`config.mk`:
```
export PLATFORM = sky130hd
export DESIGN_NAME = fpsg_guard
export DESIGN_NICKNAME = d
export VERILOG_FILES = /design/src/design/fpsg_pkg.sv /design/src/design/fpsg_guard.sv
export SDC_FILE = /design/constraint.sdc
export NUM_CORES = 1
export LEC_CHECK = 0
export BUFFER_PORTS_ARGS = -buffer_cell sky130_fd_sc_hd__buf_2
export CORE_UTILIZATION = 40
export CTS_CLUSTER_SIZE = 12
export DETAILED_ROUTE_END_ITERATION = 16
export PLACE_DENSITY = 0.65
export SYNTH_ARGS = -nofsm -noshare
export SYNTH_HDL_FRONTEND = slang
export SYNTH_SLANG_ARGS = --single-unit
```
`constraint.sdc`:
```
create_clock -name clk -period 6.91 [get_ports clk]
set_clock_uncertainty 0.1 [all_clocks]
set_input_delay 1.0365 -clock clk [delete_from_list [all_inputs] [get_ports clk]]
set_output_delay 1.0365 -clock clk [all_outputs]
set_load 0.02 [all_outputs]
```
`src/design/fpsg_pkg.sv`:
```
/*
  Constants and enumerations for the flash page security guard.
  Assumes 512-byte flash pages and an 8-bit software register port.
*/
package fpsg_pkg;

  // Flash page geometry
  localparam int FPSG_PAGE_SHIFT = 9;

  // Key sequence that arms one flash modification
  localparam logic [7:0] FPSG_KEY_FIRST  = 8'ha5;
  localparam logic [7:0] FPSG_KEY_SECOND = 8'hf1;

  // Lock byte value meaning nothing locked and never written
  localparam logic [7:0] FPSG_LOCK_BLANK = 8'hff;

  // Register offsets on the software port
  localparam logic [1:0] FPSG_REG_CTRL    = 2'h0;
  localparam logic [1:0] FPSG_REG_KEY     = 2'h1;
  localparam logic [1:0] FPSG_REG_RST_SRC = 2'h2;
  localparam logic [1:0] FPSG_REG_STATUS  = 2'h3;

  // Field positions
  localparam int FPSG_CTRL_WE_BIT  = 0;
  localparam int FPSG_CTRL_EE_BIT  = 1;
  localparam int FPSG_RST_POR_BIT  = 0;
  localparam int FPSG_RST_FERR_BIT = 1;
  localparam int FPSG_KEY_BUSY_BIT = 7;

  // Reset values
  localparam logic [7:0] FPSG_RDATA_RST = 8'h00;
  localparam logic [7:0] FPSG_BUSY_RST  = 8'h00;

  // Key sequencer, one-hot
  typedef enum logic [3:0] {
    FPSG_KEY_IDLE   = 4'b0001,
    FPSG_KEY_HALF   = 4'b0010,
    FPSG_KEY_ARMED  = 4'b0100,
    FPSG_KEY_LOCKED = 4'b1000
  } fpsg_key_e;

  // Access source
  typedef enum logic {
    FPSG_SRC_FW    = 1'b0,
    FPSG_SRC_DEBUG = 1'b1
  } fpsg_src_e;

  // Access operation
  typedef enum logic [1:0] {
    FPSG_OP_READ      = 2'h0,
    FPSG_OP_WRITE     = 2'h1,
    FPSG_OP_PAGE_ERA  = 2'h2,
    FPSG_OP_DEV_ERA   = 2'h3
  } fpsg_op_e;

  // Verdict on one access
  typedef enum logic [1:0] {
    FPSG_V_GRANT = 2'h0,
    FPSG_V_DROP  = 2'h1,
    FPSG_V_FERR  = 2'h2
  } fpsg_verdict_e;

endpackage

```
`src/design/fpsg_guard.sv`:
```
/*
  Flash page security guard: judges each flash read, write or erase by
  its source and target, keeps the write/erase enables, the key
  sequencer and the reset source flags.
  Assumes: the flash array presents the lock byte on lock_byte during
  reset; a reset controller turns flash_err_rst into srst; all inputs
  come from logic on clk.
*/
// Decided for this implementation: the address map and strobed register access.
`timescale 1ns/1ps

// Behaviour
// - Firmware flash modification needs write enable set
// - Firmware page erase needs both enables set
// - Lock byte sits at last user flash byte
// - Inverted lock byte counts locked pages from zero
// - Lock byte page locked once any page locked
// - Unlocked pages open to every source
// - Locked pages: debug dropped, unlocked firmware resets
// - Lock page access follows locked-page policy when locked
// - Lock byte read follows the same policy
// - Unlocked: debug may erase lock page, firmware resets
// - Locked: only debug device erase clears lock
// - Lock byte write once set: debug dropped, firmware resets
// - Reserved area: debug dropped, firmware resets
// - Debug device erase wipes every page
// - Flash error resets device, flag survives reset
// - Prohibited debug requests dropped without reset
// - Written lock byte frozen until device erase
// - New lock byte takes effect after reset
// - Interrupts held pending during flash operation
// - Firmware write with both enables erases whole page
// - Key 0xa5,0xf1 per firmware modification, else locked
module fpsg_guard
  import fpsg_pkg::*;
#(
  parameter int             ADDR_W    = 17,
  parameter logic [16:0]    LOCK_ADDR = 17'h1fbff,
  parameter int             OP_CYCLES = 8
) (
  input  wire logic              clk,         // 40 MHz clock
  input  wire logic              srst,        // Device reset, sync, high
  input  wire logic              por,         // Reset is a power-on reset
  input  wire logic [7:0]        lock_byte,   // Lock byte from flash array
  input  wire logic [1:0]        reg_addr,    // Register offset
  input  wire logic [7:0]        reg_wdata,   // Register write data
  input  wire logic              reg_wr,      // Register write strobe
  input  wire logic              reg_rd,      // Register read strobe
  output logic      [7:0]        reg_rdata,   // Read data, cycle after rd
  input  wire logic              acc_valid,   // Access request
  output logic                   acc_ready,   // Guard can take request
  input  wire logic              acc_src,     // 1 debug port, 0 firmware
  input  wire logic [1:0]        acc_op,      // Operation code
  input  wire logic [ADDR_W-1:0] acc_addr,    // Target flash address
  input  wire logic [ADDR_W-1:0] exec_addr,   // Executing instruction address
  output logic                   rsp_valid,   // Verdict pulse
  output logic                   rsp_grant,   // Access performed
  output logic                   rsp_drop,    // Access ignored
  output logic                   flash_err_rst, // Device reset request pulse
  output logic                   cmd_valid,   // Command pulse to flash array
  output logic      [1:0]        cmd_op,      // Command operation
  output logic      [ADDR_W-1:0] cmd_addr,    // Command address
  output logic                   irq_hold     // Hold interrupts pending
);

  localparam int PW = ADDR_W - FPSG_PAGE_SHIFT;
  localparam logic [PW-1:0] LOCK_PAGE = PW'(LOCK_ADDR >> FPSG_PAGE_SHIFT);
  localparam logic [7:0]    OP_CNT    = 8'(OP_CYCLES);

  typedef struct packed {
    logic              wr_en;
    logic              er_en;
    fpsg_key_e         key;
    logic              ferr_flag;
    logic              por_flag;
    logic              ferr_pend;
    logic [7:0]        lock_val;
    logic              cap_pend;
    logic [7:0]        busy_cnt;
    logic [7:0]        rdata;
    logic              rsp_valid;
    logic              rsp_grant;
    logic              rsp_drop;
    logic              err_rst;
    logic              cmd_valid;
    logic [1:0]        cmd_op;
    logic [ADDR_W-1:0] cmd_addr;
  } fpsg_state_s;

  fpsg_state_s   s;
  fpsg_state_s   next_s;
  logic [PW-1:0] locked_n;
  logic          any_locked;
  logic [PW-1:0] tgt_page;
  logic [PW-1:0] exec_page;
  logic          tgt_locked;
  logic          exec_locked;
  logic          is_dbg;
  logic          acc_fire;
  logic [1:0]    eff_op;
  logic          is_mod;
  fpsg_verdict_e verdict;

  // Captured count only; a later lock byte write cannot move it
  assign locked_n   = PW'(~s.lock_val);
  assign any_locked = s.lock_val != FPSG_LOCK_BLANK;
  assign tgt_page   = acc_addr[ADDR_W-1:FPSG_PAGE_SHIFT];
  assign exec_page  = exec_addr[ADDR_W-1:FPSG_PAGE_SHIFT];
  assign tgt_locked  = (tgt_page < locked_n) ||
                       (tgt_page == LOCK_PAGE && any_locked);
  assign exec_locked = (exec_page < locked_n) ||
                       (exec_page == LOCK_PAGE && any_locked);
  assign is_dbg   = acc_src == FPSG_SRC_DEBUG;
  assign acc_ready = !srst && !s.cap_pend && (s.busy_cnt == FPSG_BUSY_RST);
  assign acc_fire  = acc_valid && acc_ready;

  // A firmware write with both enables is a page erase
  always_comb begin
    eff_op = acc_op;
    if (!is_dbg && acc_op == FPSG_OP_WRITE && s.er_en) begin
      eff_op = FPSG_OP_PAGE_ERA;
    end
  end

  assign is_mod = eff_op != FPSG_OP_READ;

  always_comb begin
    if (eff_op == FPSG_OP_DEV_ERA) begin
      verdict = is_dbg ? FPSG_V_GRANT : FPSG_V_DROP;
    end else if (acc_addr > ADDR_W'(LOCK_ADDR)) begin
      verdict = is_dbg ? FPSG_V_DROP : FPSG_V_FERR;
    end else if (eff_op == FPSG_OP_PAGE_ERA && tgt_page == LOCK_PAGE) begin
      if (!is_dbg) begin
        verdict = FPSG_V_FERR;
      end else begin
        verdict = any_locked ? FPSG_V_DROP : FPSG_V_GRANT;
      end
    end else if (eff_op == FPSG_OP_WRITE && acc_addr == ADDR_W'(LOCK_ADDR) &&
                 s.lock_val != FPSG_LOCK_BLANK) begin
      verdict = is_dbg ? FPSG_V_DROP : FPSG_V_FERR;
    end else if (tgt_locked) begin
      if (is_dbg) begin
        verdict = FPSG_V_DROP;
      end else begin
        verdict = exec_locked ? FPSG_V_GRANT : FPSG_V_FERR;
      end
    end else begin
      verdict = FPSG_V_GRANT;
    end
  end

  always_comb begin
    next_s           = s;
    next_s.rsp_valid = 1'b0;
    next_s.rsp_grant = 1'b0;
    next_s.rsp_drop  = 1'b0;
    next_s.err_rst   = 1'b0;
    next_s.cmd_valid = 1'b0;

    if (s.busy_cnt != FPSG_BUSY_RST) begin
      next_s.busy_cnt = s.busy_cnt - 8'h01;
    end
    // Lock byte sampled once after reset, so new values wait for the next
    if (s.cap_pend) begin
      next_s.lock_val = lock_byte;
      next_s.cap_pend = 1'b0;
    end

    if (reg_wr) begin
      unique case (reg_addr)
        FPSG_REG_CTRL: begin
          next_s.wr_en = reg_wdata[FPSG_CTRL_WE_BIT];
          next_s.er_en = reg_wdata[FPSG_CTRL_EE_BIT];
        end
        FPSG_REG_KEY: begin
          unique case (s.key)
            FPSG_KEY_IDLE: begin
              next_s.key = (reg_wdata == FPSG_KEY_FIRST) ?
                           FPSG_KEY_HALF : FPSG_KEY_LOCKED;
            end
            FPSG_KEY_HALF: begin
              next_s.key = (reg_wdata == FPSG_KEY_SECOND) ?
                           FPSG_KEY_ARMED : FPSG_KEY_LOCKED;
            end
            FPSG_KEY_ARMED: begin
              next_s.key = FPSG_KEY_LOCKED;
            end
            FPSG_KEY_LOCKED: begin
              next_s.key = FPSG_KEY_LOCKED;
            end
            default: begin
              next_s.key = FPSG_KEY_LOCKED;
            end
          endcase
        end
        // Flags are hardware owned; software writes change nothing
        default: begin
        end
      endcase
    end

    if (reg_rd) begin
      unique case (reg_addr)
        FPSG_REG_CTRL: begin
          next_s.rdata = {6'h00, s.er_en, s.wr_en};
        end
        FPSG_REG_KEY: begin
          next_s.rdata = {(s.busy_cnt != FPSG_BUSY_RST), 3'h0, s.key};
        end
        FPSG_REG_RST_SRC: begin
          next_s.rdata = {6'h00, s.ferr_flag, s.por_flag};
        end
        FPSG_REG_STATUS: begin
          next_s.rdata = ~s.lock_val;
        end
        default: begin
          next_s.rdata = FPSG_RDATA_RST;
        end
      endcase
    end

    if (acc_fire) begin
      next_s.rsp_valid = 1'b1;
      if (!is_dbg && is_mod && !s.wr_en) begin
        next_s.rsp_drop = 1'b1;
      end else if (!is_dbg && eff_op == FPSG_OP_PAGE_ERA && !s.er_en) begin
        // A firmware erase needs the erase enable beside the write enable
        next_s.rsp_drop = 1'b1;
      end else if (verdict == FPSG_V_FERR) begin
        next_s.err_rst   = 1'b1;
        next_s.ferr_pend = 1'b1;
      end else if (verdict == FPSG_V_DROP) begin
        next_s.rsp_drop = 1'b1;
      end else if (!is_dbg && is_mod && s.key != FPSG_KEY_ARMED) begin
        // Unkeyed attempt closes flash modification until reset
        next_s.rsp_drop = 1'b1;
        next_s.key      = FPSG_KEY_LOCKED;
      end else begin
        next_s.rsp_grant = 1'b1;
        next_s.cmd_valid = 1'b1;
        next_s.cmd_op    = eff_op;
        next_s.cmd_addr  = acc_addr;
        if (is_mod) begin
          next_s.busy_cnt = OP_CNT;
          if (!is_dbg) begin
            next_s.key = FPSG_KEY_IDLE;
          end
        end
      end
    end
  end

  always_ff @(posedge clk) begin
    if (srst) begin
      s           <= '0;
      s.key       <= FPSG_KEY_IDLE;
      s.lock_val  <= FPSG_LOCK_BLANK;
      s.cap_pend  <= 1'b1;
      // Kept over a long reset; power loss wipes the record
      s.ferr_flag <= !por && (s.ferr_pend || (s.cap_pend && s.ferr_flag));
      s.por_flag  <= por;
    end else begin
      s <= next_s;
    end
  end

  assign reg_rdata     = s.rdata;
  assign rsp_valid     = s.rsp_valid;
  assign rsp_grant     = s.rsp_grant;
  assign rsp_drop      = s.rsp_drop;
  assign flash_err_rst = s.err_rst;
  assign cmd_valid     = s.cmd_valid;
  assign cmd_op        = s.cmd_op;
  assign cmd_addr      = s.cmd_addr;
  // Interrupts stay pending while the array is busy
  assign irq_hold      = s.busy_cnt != FPSG_BUSY_RST;
endmodule

```
# Yosys cells after proc, flatten, opt, wreduce, memory -nomap -nowiden
# Cells that the tools add are included.
# totals
regBits,58
elab_cells,132
output_inout_bits,34
# op_classes
eq_ne,18
reduce_logical,36
n_lt_le_gt_ge,3
muxes,50
add_sub_neg,1
n_bitwise,7
# op_table
cell,count
2-to-1 mux 8 bit,8
2-to-1 mux 20 bit,3
2-to-1 mux 4 bit,12
2-to-1 mux 21 bit,2
== test 8 bit (second input constant),4
one-hot mux 8 bit (4 select lines),1
2-to-1 mux 24 bit,1
2-to-1 mux 2 bit,11
== test 17 bit (second input constant),1
> comparator 17 bit (second input constant),1
logical AND 1 bit,17
< comparator 8 bit,2
2-to-1 mux 1 bit,11
== test 2 bit (second input constant),5
== test 2 x 1 -> 1 bit (second input constant),4
logical NOT 8 bit,1
!= test 8 bit (second input constant),1
inverter 8 bit,1
one-hot mux 4 bit (2 select lines),1
nonzero test 8 bit,1
subtractor 8 x 1 -> 8 bit (second input constant),1
logical NOT 1 bit,6
inverter 1 bit,6
AND reduction 6 bit,1
11 further kinds,13

# Logic depth before layout (Yosys ltp)
# depth
depth_word,17
mapped_depth,12

# Worst setup path after synthesis
# OpenSTA, ideal clock, no wires.
# synth_path
path_kind,input to register
start,input port acc_addr[11]
end,register s[32] (netlist bit)
n_path_buf,1
required_ps,6694
arrival_time_ps,3190
path_slack_ps,3505
path_stages,12
path_cell_list,ha_1 -> or2_2 -> a21oi_1 -> nor3_1 -> o311ai_0 -> a31oi_1 -> ha_1 -> nor2_1 -> and4_4 -> buf_6 -> o21ai_2 -> and3_1
# synth_between
elab_chain_cells,14
word_cells_on_any_way,21
cone_classes,order compare: 2; eq/ne: 4; mux: 10; reduce/logical: 5
# synth_lines
element,line,text
"start, declared",fpsg_guard.sv:54,"input wire logic [ADDR_W-1:0] acc_addr,"
"parallel branches: the longest is 6 deep, another holds < comparator 8 bit",--,
2-to-1 mux 2 bit (*),fpsg_guard.sv:130,end else if (acc_addr > ADDR_W'(LOCK_ADDR)) begin
2-to-1 mux 2 bit (*),fpsg_guard.sv:128,if (eff_op == FPSG_OP_DEV_ERA) begin
== test 2 x 1 -> 1 bit,fpsg_guard.sv:232,end else if (verdict == FPSG_V_DROP) begin
2-to-1 mux 8 bit,fpsg_guard.sv:232,
2-to-1 mux 8 bit (*),fpsg_guard.sv:229,end else if (verdict == FPSG_V_FERR) begin
2-to-1 mux 8 bit (*),fpsg_guard.sv:226,end else if (!is_dbg && eff_op == FPSG_OP_PAGE_ERA && !s.er_en) begin
2-to-1 mux 8 bit (*),fpsg_guard.sv:224,if (!is_dbg && is_mod && !s.wr_en) begin
2-to-1 mux 8 bit (*),fpsg_guard.sv:222,if (acc_fire) begin
"end signal, assigned",fpsg_guard.sv:263,s <= next_s;
"end, declared",fpsg_guard.sv:90,fpsg_state_s s;
# Every way passes the cells marked *.
# A chain may end at the register's enable or synchronous reset.

# Worst setup path after layout
# layout_path
start,input port acc_addr[10]
end,register s[33] (netlist bit)
# Same word-level chain as after synthesis.

==> flow_summary.ini <==
[run_status]
status = complete, no violations

[floorplan]
start_util_pct = 41.8
boundaryPins = 95
die-area_um2 = 8060
core_area_um2 = 7370
die_w_um = 89.8
rows = 31
die_y_um = 89.8

[clock_network]
clk_latency_ns = 0.33
post_cts_resized = 0
numCtsBuffers = 9
post_cts_buffers = 0
cts_root_buf = clkbuf_8
clockBufferDepth = 2
postCtsHoldBufs = 0
numClockSinks = 57
clk_pin_slew_ns = 0.06
htreeDepth = 3
cts_tree = built

[setup_path]
reg2reg_from = s[43]
cp_data_required_time_ns = 6.99
cp-start-kind = input port
startpoint = acc_addr[10]
reg2reg_to = s[33]
r2r_cells = 11
ff2ff_setup_slack_ns = 3.17
crit_end = s[33]
worstSetupEndpointType = flop
path_max_fanout = 20
crit_type = in2reg
cp.arrival_ns = 4.20

[placed_design]
gp_congestion = 0.810
io_buffers = 85
dp.cells = 496
hpwl_um = 5280

[min_path]
min_path_type = reg2reg
min_path_cells = 2

[drt]
first_pass_iters = 4
via_per_inst = 5.12
maxUsedRoutingLayer = met4
post_drt_wl_per_cell_um = 13.6
antenna_left = 0
drtIter0Drc = 119
drc = 0
wl_um = 6970
via_count = 2620
wl_met1_um = 3380
wl_met3_um = 373
wl_met2_um = 3140

[synthesis]
synth.yosys.warnings = 0
synth_top_area_share_pct = 35.7
synth_edf_count = 2
synth-seq-cells = 57
synthArstFlopShare_pct = 0
syn_area_um2 = 3080
synth_seq_area_share_pct = 37.7
syn_inst = 356
ys.flop_type = dfxtp_1
synthesis.nets = 434
syn_area_per_cell_um2 = 8.66
yosys.area.top_type = dfxtp_1
ys_types = 58
synth.area.top_cells = dfxtp_1 36%, ha_1 6.9%, buf_4 6.8%

[sta]
drv_slew = 0
final.min_clock_period_ns = 4.12
fin_tns_setup_ns = 0
final_hold_viol_count = 0
max_freq_ghz = 0.243
rsz0062_at_grt = no
finalSetupViolCount = 0
fin_crit_sh_pct = 59.7
worstMarginPinSlew_ns = 0.860
max-slew-margin-rel_pct = 42.5

[power_and_ir_drop]
power_frac_clock_pct = 39.6
power.share.switching_pct = 28.6
switchingPower_mw = 0.292
vdd_drop_max_v = 0.000121
p_leak_nw = 1.56
internal_power_mw = 0.730
power_frac_comb_pct = 22.2
powerDensity_nw_per_um2 = 284
p_seq_share_pct = 38.2

[global_routing]
grt_antenna_before_repair = 0
grt_pass1_vias = 2387
grt_pass1_wl_um = 11400
grt_overflow = 0
grt.total_usage_pct = 17.8
grt_max_degree = 41

[cells_and_area]
nNetsFinal = 486
diodes = 0
fin_cells = 512
area_delta_synth_final_pct = 16.7
drive_gt1_share_pct = 28.3

[flow_run]
drv_cap = 0
sequential cells by signal, summed over array words and instances, names as in the netlist:
name,flops
rsp_drop,1
cmd_addr,17
flash_err_rst,1
cmd_op,2
rsp_grant,1
s,24
reg_rdata,8
next_s,2
rsp_valid,1
per-layer routing:
| metal | vias to the layer above | track usage [%] |
|---|---|---|
| li1 | 1330 | - |
| met1 | 1207 | 23.0 |
| met2 | 75 | 28.0 |
| met3 | 8 | 4.65 |
| met4 | 0 | 7.38 |
| met5 | - | 0 |
through the flow:
stage / cell area, um2 / util [%] / worst slack, ns / power [mW] / hold WS [ns]
final: 3600 / 48.8 / 2.79 / 1.02 / 0.351
after detailed placement: 3330 / 45.2 / 2.40 / 0.625 / 0.344
after floorplan: 3080 / - / 3.50 / 0.569 / 0.337
after global routing: 3600 / 48.8 / 2.39 / 1.08 / 0.372
after CTS: 3600 / 48.8 / 2.76 / 1.03 / 0.353
after global placement: 3330 / 45.2 / 2.47 / 0.617 / 0.338
layout by cell type (no fill, tap or decap), types with 3 or more instances in the layout:
cell type	synthesis	final
buf_2	4	85
nand2_1	56	56
dfxtp_1	55	55
a21oi_1	34	34
nor2_1	31	31
ha_1	17	17
mux2i_1	14	14
clkbuf_8	0	12
nand4_1	10	10
inv_1	9	9
nor3_1	9	9
o21ai_0	6	6
o211ai_1	4	4
nand3_1	4	4
xor2_1	4	4
and4b_1	3	3
nand3b_1	3	3
xnor2_1	3	3
and3_1	3	3
nand2b_1	3	3
bufinv_16	0	3
layout make-up:
class / instances / area, um2
Fill cell: 732 / 3770
Multi-Input combinational cell: 246 / 1590
Sequential cell: 57 / 1160
Timing Repair Buffer: 85 / 425
Clock buffer: 12 / 165
Tap cell: 99 / 124
Clock inverter: 4 / 97.6
Inverter: 9 / 33.8
cells by family (layout without fill, tap and decap cells):
logic type / Yosys count / after routing / share of synthesized area [%]
AOI/OAI and AO/OA: 65 / 65 / 13.8
xor gates and xnor gates: 7 / 7 / 1.99
and+or+nand+nor: 141 / 141 / 22.9
muxes: 16 / 16 / 6.01
buffers and inverters: 53 / 110 / 10.8
adders and majority gates: 17 / 17 / 6.90
DFF: 57 / 57 / 37.7
Yosys cell counts (all sizes together), types with 4 or more instances:
library cell / n
nor2: 31
inv: 9
dfxtp: 55
nand2: 56
mux2i: 14
o21ai: 8
ha: 17
xor2: 4
nand4: 10
a21oi: 36
nor3: 11
nand3: 4
clkbuf: 8
buf: 36
o211ai: 4
critical path, cell delays in order:
cell and delay, ns:
buf_2 0.13, ha_1 0.28, o21ai_0 0.08, nor4b_1 0.29
nor3_1 0.12, o311ai_0 0.42, a31oi_1 0.15, ha_1 0.26
nor2_1 0.17, nand4_1 0.70, o211ai_1 0.46, a21oi_1 0.10
worst min-delay path by stage:
stage | to | startpoint | slack, ns
finish | cmd_addr[3] | cmd_addr[3] | 0.35
global route | cmd_addr[4] | cmd_addr[4] | 0.37
CTS | cmd_addr[4] | cmd_addr[4] | 0.35
global placement | cmd_addr[12] | cmd_addr[12] | 0.34
detailed placement | cmd_addr[4] | cmd_addr[4] | 0.34
floorplan | cmd_addr[0] | cmd_addr[0] | 0.34
power groups by stage:
stage / clock, mW / combinational [mW] / sequential (mW)
after floorplan: 0 / 0.179 / 0.391
after global routing: 0.429 / 0.256 / 0.394
after detailed placement: 0 / 0.228 / 0.397
final: 0.404 / 0.227 / 0.391
after CTS: 0.412 / 0.229 / 0.390
after global placement: 0 / 0.221 / 0.396
No activity file was read; power rests on OpenSTA's default activity.
